<file path="config.mk">
export PLATFORM = sky130hd
export DESIGN_NAME = cmd_regs
export DESIGN_NICKNAME = d
export VERILOG_FILES = /design/src/cmd_regs_pkg.sv /design/src/serial_frame_rx.sv /design/src/cmd_regs.sv
export SDC_FILE = /design/constraint.sdc
export NUM_CORES = 1
export LEC_CHECK = 0
export ABC_AREA = 1
export BUFFER_PORTS_ARGS = -buffer_cell sky130_fd_sc_hd__buf_2
export CAP_MARGIN = 15
export CORE_MARGIN = 4
export CORE_UTILIZATION = 55
export CTS_BUF_LIST = sky130_fd_sc_hd__clkbuf_8 sky130_fd_sc_hd__clkbuf_16
export CTS_CLUSTER_DIAMETER = 30
export DETAILED_ROUTE_END_ITERATION = 12
export PLACE_DENSITY = 0.84
export SLEW_MARGIN = 20
export SYNTH_ARGS = -nofsm -noshare
export SYNTH_HDL_FRONTEND = slang
export SYNTH_HIERARCHICAL = 1
export SYNTH_SLANG_ARGS = --single-unit
export TNS_END_PERCENT = 30
</file>
<file path="constraint.sdc">
create_clock -name sys_clk_i -period 5.5 [get_ports sys_clk_i]
set_input_delay 1.1 -clock sys_clk_i [delete_from_list [all_inputs] [get_ports sys_clk_i]]
set_output_delay 1.1 -clock sys_clk_i [all_outputs]
set_load 0.02 [all_outputs]
</file>
<file path="src/cmd_regs_pkg.sv">
// constants shared by the command and converter-control register bank
package cmd_regs_pkg;
    // serial frame layout
    localparam int unsigned FRAME_BITS      = 24;
    localparam int unsigned BITCNT_W        = 5;
    localparam int unsigned RW_BIT          = 23;
    localparam int unsigned DATA_MSB        = 15;
    // command selector in data bits 15..13
    localparam int unsigned SEL_MSB         = 15;
    localparam int unsigned SEL_LSB         = 13;
    localparam logic [2:0]  SEL_SW_CMD      = 3'h4;
    localparam logic [2:0]  SEL_BOOST_CTRL  = 3'h3;
    // software command fields
    localparam int unsigned TOGGLE_BIT      = 12;
    localparam int unsigned CODE_MSB        = 11;
    localparam logic [11:0] RESET_CODE      = 12'h555;
    localparam logic [11:0] KEEPALIVE_CODE  = 12'h195;
    // boost control field positions
    localparam int unsigned COMP_BIT        = 6;
    localparam int unsigned PHASE_LSB       = 4;
    localparam int unsigned FREQ_LSB        = 2;
    localparam int unsigned CEIL_LSB        = 0;
    // values after reset
    localparam logic        COMP_RESET      = 1'b0;
    localparam logic [1:0]  PHASE_RESET     = 2'h0;
    localparam logic [1:0]  FREQ_RESET      = 2'h1;
    localparam logic [1:0]  CEIL_RESET      = 2'h0;
    localparam logic        TOGGLE_RESET    = 1'b0;
    // switching frequency: divide of the internal oscillator, in kHz
    localparam int unsigned OSC_KHZ         = 13000;
    localparam int unsigned FSW0_KHZ        = 250;
    localparam int unsigned FSW1_KHZ        = 410;
    localparam int unsigned FSW2_KHZ        = 650;
    localparam logic [7:0]  DIV_250         = 8'((OSC_KHZ + FSW0_KHZ / 2) / FSW0_KHZ);
    localparam logic [7:0]  DIV_410         = 8'((OSC_KHZ + FSW1_KHZ / 2) / FSW1_KHZ);
    localparam logic [7:0]  DIV_650         = 8'((OSC_KHZ + FSW2_KHZ / 2) / FSW2_KHZ);
    // phase offsets per channel in quarter periods
    localparam logic [1:0]  PH_0            = 2'h0;
    localparam logic [1:0]  PH_90           = 2'h1;
    localparam logic [1:0]  PH_180          = 2'h2;
    localparam logic [1:0]  PH_270          = 2'h3;
    // watchdog counter
    localparam int unsigned WD_W            = 32;
    localparam logic [31:0] WD_RESET        = 32'h0000_0000;
endpackage

</file>
<file path="src/serial_frame_rx.sv">
// serial frame receiver: synchronises the link pins and delivers whole frames
`timescale 1ns/1ps
`default_nettype none
module serial_frame_rx
    import cmd_regs_pkg::*;
(
    input  wire logic                  sys_clk_i,
    input  wire logic                  rst_i,
    input  wire logic                  serial_clk_i,
    input  wire logic                  frame_sync_n_i,
    input  wire logic                  serial_data_in_i,
    output logic                       frame_valid_o,
    output logic [FRAME_BITS-1:0]      frame_word_o
);
    // ==========================================================
    // pin synchronisers
    logic [1:0]            sclk_meta_reg;    // [0] is read only by [1]
    logic [1:0]            sync_meta_reg;
    logic [1:0]            serial_data_in_meta_reg;
    logic                  sclk_prev_reg;    // for edge detection
    logic                  sync_prev_reg;
    logic [FRAME_BITS-1:0] shift_reg;        // incoming bits, msb first
    logic [BITCNT_W-1:0]   bitcnt_reg;       // saturating bit count

    // two flops per pin before any logic looks at it
    always_ff @(posedge sys_clk_i)
    begin
        if (rst_i)
        begin
            sclk_meta_reg <= 2'h0;
            sync_meta_reg <= 2'h3;
            serial_data_in_meta_reg <= 2'h0;
            sclk_prev_reg <= 1'b0;
            sync_prev_reg <= 1'b1;
        end
        else
        begin
            sclk_meta_reg <= {sclk_meta_reg[0], serial_clk_i};
            sync_meta_reg <= {sync_meta_reg[0], frame_sync_n_i};
            serial_data_in_meta_reg <= {serial_data_in_meta_reg[0], serial_data_in_i};
            sclk_prev_reg <= sclk_meta_reg[1];
            sync_prev_reg <= sync_meta_reg[1];
        end
    end

    // ==========================================================
    // shifting on falling serial clock edges inside the frame
    logic fall_edge;
    logic frame_end;
    assign fall_edge = sclk_prev_reg & ~sclk_meta_reg[1] & ~sync_meta_reg[1];
    assign frame_end = ~sync_prev_reg & sync_meta_reg[1];

    always_ff @(posedge sys_clk_i)
    begin
        if (rst_i)
        begin
            shift_reg  <= '0;
            bitcnt_reg <= '0;
        end
        else if (frame_end)
            bitcnt_reg <= '0;
        else if (fall_edge)
        begin
            shift_reg <= {shift_reg[FRAME_BITS-2:0], serial_data_in_meta_reg[1]};
            // saturate so an over-long frame is rejected, not wrapped
            if (bitcnt_reg != BITCNT_W'(FRAME_BITS + 1))
                bitcnt_reg <= bitcnt_reg + 1'b1;
        end
    end

    // only frames of exactly the nominal length are handed on
    always_ff @(posedge sys_clk_i)
    begin
        if (rst_i)
        begin
            frame_valid_o <= 1'b0;
            frame_word_o  <= '0;
        end
        else
        begin
            frame_valid_o <= frame_end && (bitcnt_reg == BITCNT_W'(FRAME_BITS));
            if (frame_end)
                frame_word_o <= shift_reg;
        end
    end
endmodule
`default_nettype wire

</file>
<file path="src/cmd_regs.sv">
// software command and boost converter control register bank
// Operation
// RQ1 - data top bits 100 select software command
// RQ2 - command bit 12 copied to status bit 11
// RQ3 - reset code in low bits resets device
// RQ4 - host sends keep-alive before each timeout
// RQ5 - missed keep-alive raises fault alert
// RQ6 - keep-alive needed only with watchdog enabled
// RQ7 - data top bits 011 select converter control
// RQ8 - compensation bit defaults internal, 1 bypasses
// RQ9 - phase field sets channel clock edges
// RQ10 - frequency field picks oscillator divide ratio
// RQ11 - ceiling field picks boost voltage limit
// RQ12 - other codes only update toggle bit
// RQ13 - watchdog inputs external, keep-alive restarts count
`timescale 1ns/1ps
`default_nettype none
module cmd_regs
    import cmd_regs_pkg::*;
(
    input  wire logic             sys_clk_i,
    input  wire logic             rst_i,
    input  wire logic             serial_clk_i,
    input  wire logic             frame_sync_n_i,
    input  wire logic             serial_data_in_i,
    input  wire logic             wd_enable_i,
    input  wire logic [WD_W-1:0]  wd_timeout_i,
    output logic                  soft_reset_o,
    output logic                  keepalive_o,
    output logic                  fault_alert_o,
    output logic                  status_toggle_o,
    output logic                  comp_resistor_select_o,
    output logic [1:0]            converter_phase_field_o,
    output logic [1:0]            switching_freq_field_o,
    output logic [1:0]            boost_ceiling_field_o,
    output logic [7:0]            switching_div_o,
    output logic [7:0]            channel_phase_o,
    output logic [15:0]           boost_ctrl_readback_o
);
    // ==========================================================
    // frame reception
    logic                  frame_valid;   // one-cycle pulse per good frame
    logic [FRAME_BITS-1:0] frame_word;

    serial_frame_rx u_rx (
        .sys_clk_i        (sys_clk_i),
        .rst_i            (rst_i),
        .serial_clk_i     (serial_clk_i),
        .frame_sync_n_i   (frame_sync_n_i),
        .serial_data_in_i (serial_data_in_i),
        .frame_valid_o    (frame_valid),
        .frame_word_o     (frame_word)
    );

    // ==========================================================
    // write decode
    logic        is_write;     // read requests never touch these registers
    logic [2:0]  sel;          // command selector bits
    logic        sw_wr;        // software command write
    logic        boost_wr;     // converter control write
    logic        reset_hit;    // reset code seen
    logic        keep_hit;     // keep-alive code seen

    assign is_write  = frame_valid & ~frame_word[RW_BIT];
    assign sel       = frame_word[SEL_MSB:SEL_LSB];
    assign sw_wr     = is_write && (sel == SEL_SW_CMD);              // RQ1
    assign boost_wr  = is_write && (sel == SEL_BOOST_CTRL);          // RQ7
    assign reset_hit = sw_wr && (frame_word[CODE_MSB:0] == RESET_CODE);     // RQ3
    assign keep_hit  = sw_wr && (frame_word[CODE_MSB:0] == KEEPALIVE_CODE); // RQ13

    // ==========================================================
    // soft reset and keep-alive pulses
    // the registered pulse also returns this bank to defaults one cycle later
    always_ff @(posedge sys_clk_i)
    begin
        if (rst_i)
        begin
            soft_reset_o <= 1'b0;
            keepalive_o  <= 1'b0;
        end
        else
        begin
            soft_reset_o <= reset_hit;    // RQ3
            keepalive_o  <= keep_hit;     // RQ13
        end
    end

    logic bank_rst;   // hard or soft reset of the bank
    assign bank_rst = rst_i | soft_reset_o;

    // ==========================================================
    // user toggle mirror
    // a reset write also carries bit 12, but the reset that follows wins
    always_ff @(posedge sys_clk_i)
    begin
        if (bank_rst)
            status_toggle_o <= TOGGLE_RESET;
        else if (sw_wr)
            status_toggle_o <= frame_word[TOGGLE_BIT];   // RQ2 RQ12
    end

    // ==========================================================
    // converter control register; bits 12..7 are don't care
    always_ff @(posedge sys_clk_i)
    begin
        if (bank_rst)
        begin
            comp_resistor_select_o  <= COMP_RESET;     // RQ8
            converter_phase_field_o <= PHASE_RESET;
            switching_freq_field_o  <= FREQ_RESET;
            boost_ceiling_field_o   <= CEIL_RESET;     // RQ11
        end
        else if (boost_wr)
        begin
            comp_resistor_select_o  <= frame_word[COMP_BIT];                 // RQ8
            converter_phase_field_o <= frame_word[PHASE_LSB+1:PHASE_LSB];    // RQ9
            switching_freq_field_o  <= frame_word[FREQ_LSB+1:FREQ_LSB];      // RQ10
            boost_ceiling_field_o   <= frame_word[CEIL_LSB+1:CEIL_LSB];      // RQ11
        end
    end

    // readback image: selector bits, don't care bits as zero, then fields
    assign boost_ctrl_readback_o = {SEL_BOOST_CTRL, 6'h00, comp_resistor_select_o,
                                    converter_phase_field_o, switching_freq_field_o,
                                    boost_ceiling_field_o};

    // ==========================================================
    // derived converter settings, registered so data outputs come from flops
    logic [7:0] div_next;     // oscillator divide ratio
    logic [7:0] phase_next;   // {d, c, b, a} quarter-period offsets

    always_comb
    begin
        unique case (switching_freq_field_o)
            2'h0:    div_next = DIV_250;   // RQ10
            2'h2:    div_next = DIV_650;
            default: div_next = DIV_410;   // 01, and undefined 11 falls back
        endcase
    end

    always_comb
    begin
        unique case (converter_phase_field_o)
            2'h0: phase_next = {PH_0,   PH_0,   PH_0,  PH_0};   // RQ9
            2'h1: phase_next = {PH_180, PH_180, PH_0,  PH_0};
            2'h2: phase_next = {PH_180, PH_0,   PH_180, PH_0};
            2'h3: phase_next = {PH_270, PH_180, PH_90, PH_0};
        endcase
    end

    always_ff @(posedge sys_clk_i)
    begin
        if (rst_i)
        begin
            switching_div_o <= DIV_410;
            channel_phase_o <= {PH_0, PH_0, PH_0, PH_0};
        end
        else
        begin
            switching_div_o <= div_next;
            channel_phase_o <= phase_next;
        end
    end

    // ==========================================================
    // watchdog: counts while enabled, cleared by keep-alive
    // the host owes keep-alives only while enabled (RQ4, RQ6)
    logic [WD_W-1:0] wd_count_reg;
    logic            wd_expire;
    assign wd_expire = wd_enable_i && !keep_hit && (wd_count_reg + 1'b1 >= wd_timeout_i);

    always_ff @(posedge sys_clk_i)
    begin
        if (bank_rst || !wd_enable_i || keep_hit)
            wd_count_reg <= WD_RESET;                     // RQ13
        else if (!wd_expire)
            wd_count_reg <= wd_count_reg + 1'b1;
    end

    // alert holds until a keep-alive, disable or reset
    always_ff @(posedge sys_clk_i)
    begin
        if (bank_rst || !wd_enable_i || keep_hit)
            fault_alert_o <= 1'b0;
        else if (wd_expire)
            fault_alert_o <= 1'b1;                        // RQ5
    end
endmodule
`default_nettype wire

</file>
==> impl_metrics.csv <==
group,metric,value,unit
cts,clk_root_buffer_cell,"clkbuf_8",
timing,slew_viol_final,0,
global_route,antenna_found_initial,0,
timing,hold_ws,0.4087,ns
layout,nFillCells,1014,
global_route,overflow,0,
synthesis,avgSynthCellArea,6.873,um^2
cts,cts_hold_buf,0,
power_and_ir_drop,power_leakage,3.014,nW
global_route,track_usage,19.86,%
placement,dpl-instance-area,6217,um^2
placement,port-buffer-count,63,
global_route,grt_pass1_vias,4868,
setup_path,crit_top_cell,"nand2_1",
setup_path,cp_data_required_time,5.79,ns
outcome,status,"finished clean",
die,coreArea,10840,um^2
route,post_drt_wl_per_cell,11.66,um
timing,setup_violations,0,
timing,fmax,283.8,MHz
route,firstDrtPassIters,5,
synthesis,synth_cells,888,
cts,clockBufferDepth,2,
setup_path,crit_fanout,64,
cts,clk_latency,0.39,ns
route,via_count,5303,
setup_path,critical_path_class,"reg -> reg",
die,dieArea,12850,um^2
timing,rsz0062_at_grt,"no",
cts,clock_sinks,104,
layout,nets,994,
route,ant_nets,0,
setup_path,cp_num_cells,18,
die,start_util,56.30,%
cts,clk_pin_slew_worst_paths,0.11,ns
setup_path,r2r_slack,1.98,ns
route,wl,12.42,mm
timing,min_period,3.523,ns
timing,tightest_slew,0.9269,ns
setup_path,slowest_stage,"nand2_4",
global_route,grt_pass1_wl,21.31,mm
layout,diodes,0,
synthesis,syn_area,6103,um^2
die,die_y,113.3,um
setup_path,worstPathArrival,3.81,ns
die,io-pin-count,81,
layout,finalInstanceArea,6425,um^2
route,drc,0,
route,drtIter0Drc,386,
setup_path,reg2reg_from,"wd_count_reg[0]$_SDFFE_PP0N_",
setup_path,cp_top_family,"simple AND/OR/NAND/NOR gates",
hold_path,hold_class,"reg -> reg",
timing,hold_viol,0,
power_and_ir_drop,irDropWorstVdd,0.1366,mV
layout,final_util,59.27,%
hold_path,worstHoldEndpoint,"u_rx/sclk_meta_reg[1]$_SDFF_PP0_",
hold_path,hold_start,"u_rx/sclk_meta_reg[0]$_SDFF_PP0_",
setup_path,cp-end-kind,"flip-flop",
setup_path,critPathBufInv,1,
global_route,grt_max_degree,65,
layout,drive_above_1_share,13.19,%
synthesis,yosys_warnings,6,
die,die_w,113.3,um
cts,cts_tree,"built",
setup_path,r2r-end,"wd_count_reg[8]$_SDFFE_PP0N_",
timing,setup-tns-final,0,ns
placement,hpwl,9.057,mm
cts,postCtsSetupRepairBufs,0,
power_and_ir_drop,total_power,1.348,mW
cts,cts-buffers-inserted,9,
layout,syn2layout_area_growth,5.269,%
timing,slew_headroom,38.21,%
power_and_ir_drop,power.density,209.8,nW/um^2
placement,gp_congestion,0.9212,
cts,ctsResizeCount,0,
die,rows,38,
setup_path,critPathLaunchType,"flip-flop",
setup_path,reg2reg_depth,18,
layout,largest_reg_flops,32,
setup_path,worstPathCellList,"ha_1 -> nand3_2 -> nor2_2 -> nand2_2 -> nor2_4 -> nand2_1 -> xor2_1 -> inv_2 -> ha_1 -> nand2_1 -> nor2_1 -> nand4_1 -> a21oi_1 -> nor2_2 -> nand2_4 -> nand3_1 -> nand2_1 -> nor2_1",
route,vias_per_cell,4.979,
timing,fin_skew,0.01286,ns
job,drv_cap,0,
timing,fin_crit_sh,64.06,%
setup_path,critPathMaxStageDelay,0.47,ns
hold_path,holdPathStages,2,
cts,htreeDepth,3,
==> final cells by class <==
cell class	count	area (um^2)	area share [%]
Clock inverter	7	83.83	1.305
Inverter	128	481.7	7.498
Sequential cell	104	2082	32.41
Multi-Input combinational cell	613	3156	49.11
Clock buffer	9	123.9	1.928
Tap cell	140	175.2	2.726
Timing Repair Buffer	64	322.8	5.024
==> worst min-delay path, cell delays in order, from the launching register on <==
cell	delay [ns]
dfxtp_1	0.31
inv_1	0.04
nor2_1	0.03
==> per-layer routing <==
layer | vias to the layer above | share of wire, % | GRT usage (%)
met5 | - | 0 | 0
met3 | 26 | 4.7 | 3.743
met2 | 120 | 47 | 33.06
met4 | 0 | 2.5 | 7.853
met1 | 2372 | 46 | 25.42
li1 | 2785 | - | -
==> where the power goes <==
group	total, mW	switching [mW]	internal (mW)	leakage, nW
combinational	0.0926	0.0621	0.0304	2.08
clock	0.488	0.306	0.183	0.0967
sequential	0.767	0.00579	0.761	0.841
total	1.35	0.373	0.975	3.01
==> stage by stage <==
| stage | cells | worst slack (ns) |
|---|---|---|
| floorplan | 903 | 2.861 |
| global placement | 1049 | 2.151 |
| detailed placement | 1049 | 2.008 |
| CTS | 1065 | 1.988 |
| global route | 1065 | 1.645 |
| finish | 1065 | 1.977 |
==> worst max path at each step <==
stage | from | to | slack, ns
2_1_floorplan | wd_count_reg[0]$_SDFFE_PP0N_ | wd_count_reg[10]$_SDFFE_PP0N_ | 2.86
3_3_place_gp | wd_count_reg[0]$_SDFFE_PP0N_ | wd_count_reg[26]$_SDFFE_PP0N_ | 2.15
3_5_place_dp | wd_count_reg[0]$_SDFFE_PP0N_ | wd_count_reg[30]$_SDFFE_PP0N_ | 2.01
4_1_cts | wd_count_reg[0]$_SDFFE_PP0N_ | wd_count_reg[30]$_SDFFE_PP0N_ | 1.99
5_1_grt | wd_count_reg[0]$_SDFFE_PP0N_ | wd_count_reg[19]$_SDFFE_PP0N_ | 1.64
6_report | wd_count_reg[0]$_SDFFE_PP0N_ | wd_count_reg[8]$_SDFFE_PP0N_ | 1.98
==> layout by cell type, fill, tap and decap left out, drive strengths merged <==
cell,count
nor2,186
nand2,157
inv,129
dfxtp,104
buf,64
o21ai,54
a21oi,51
nand3,51
ha,36
xor2,24
nor3,21
conb,17
clkbuf,9
nand4,8
clkinv,4
a21o,2
clkinvlp,2
or2,2
o21a,1
nor4,1
nor3b,1
and3,1
(Power assumes the default switching activity.)
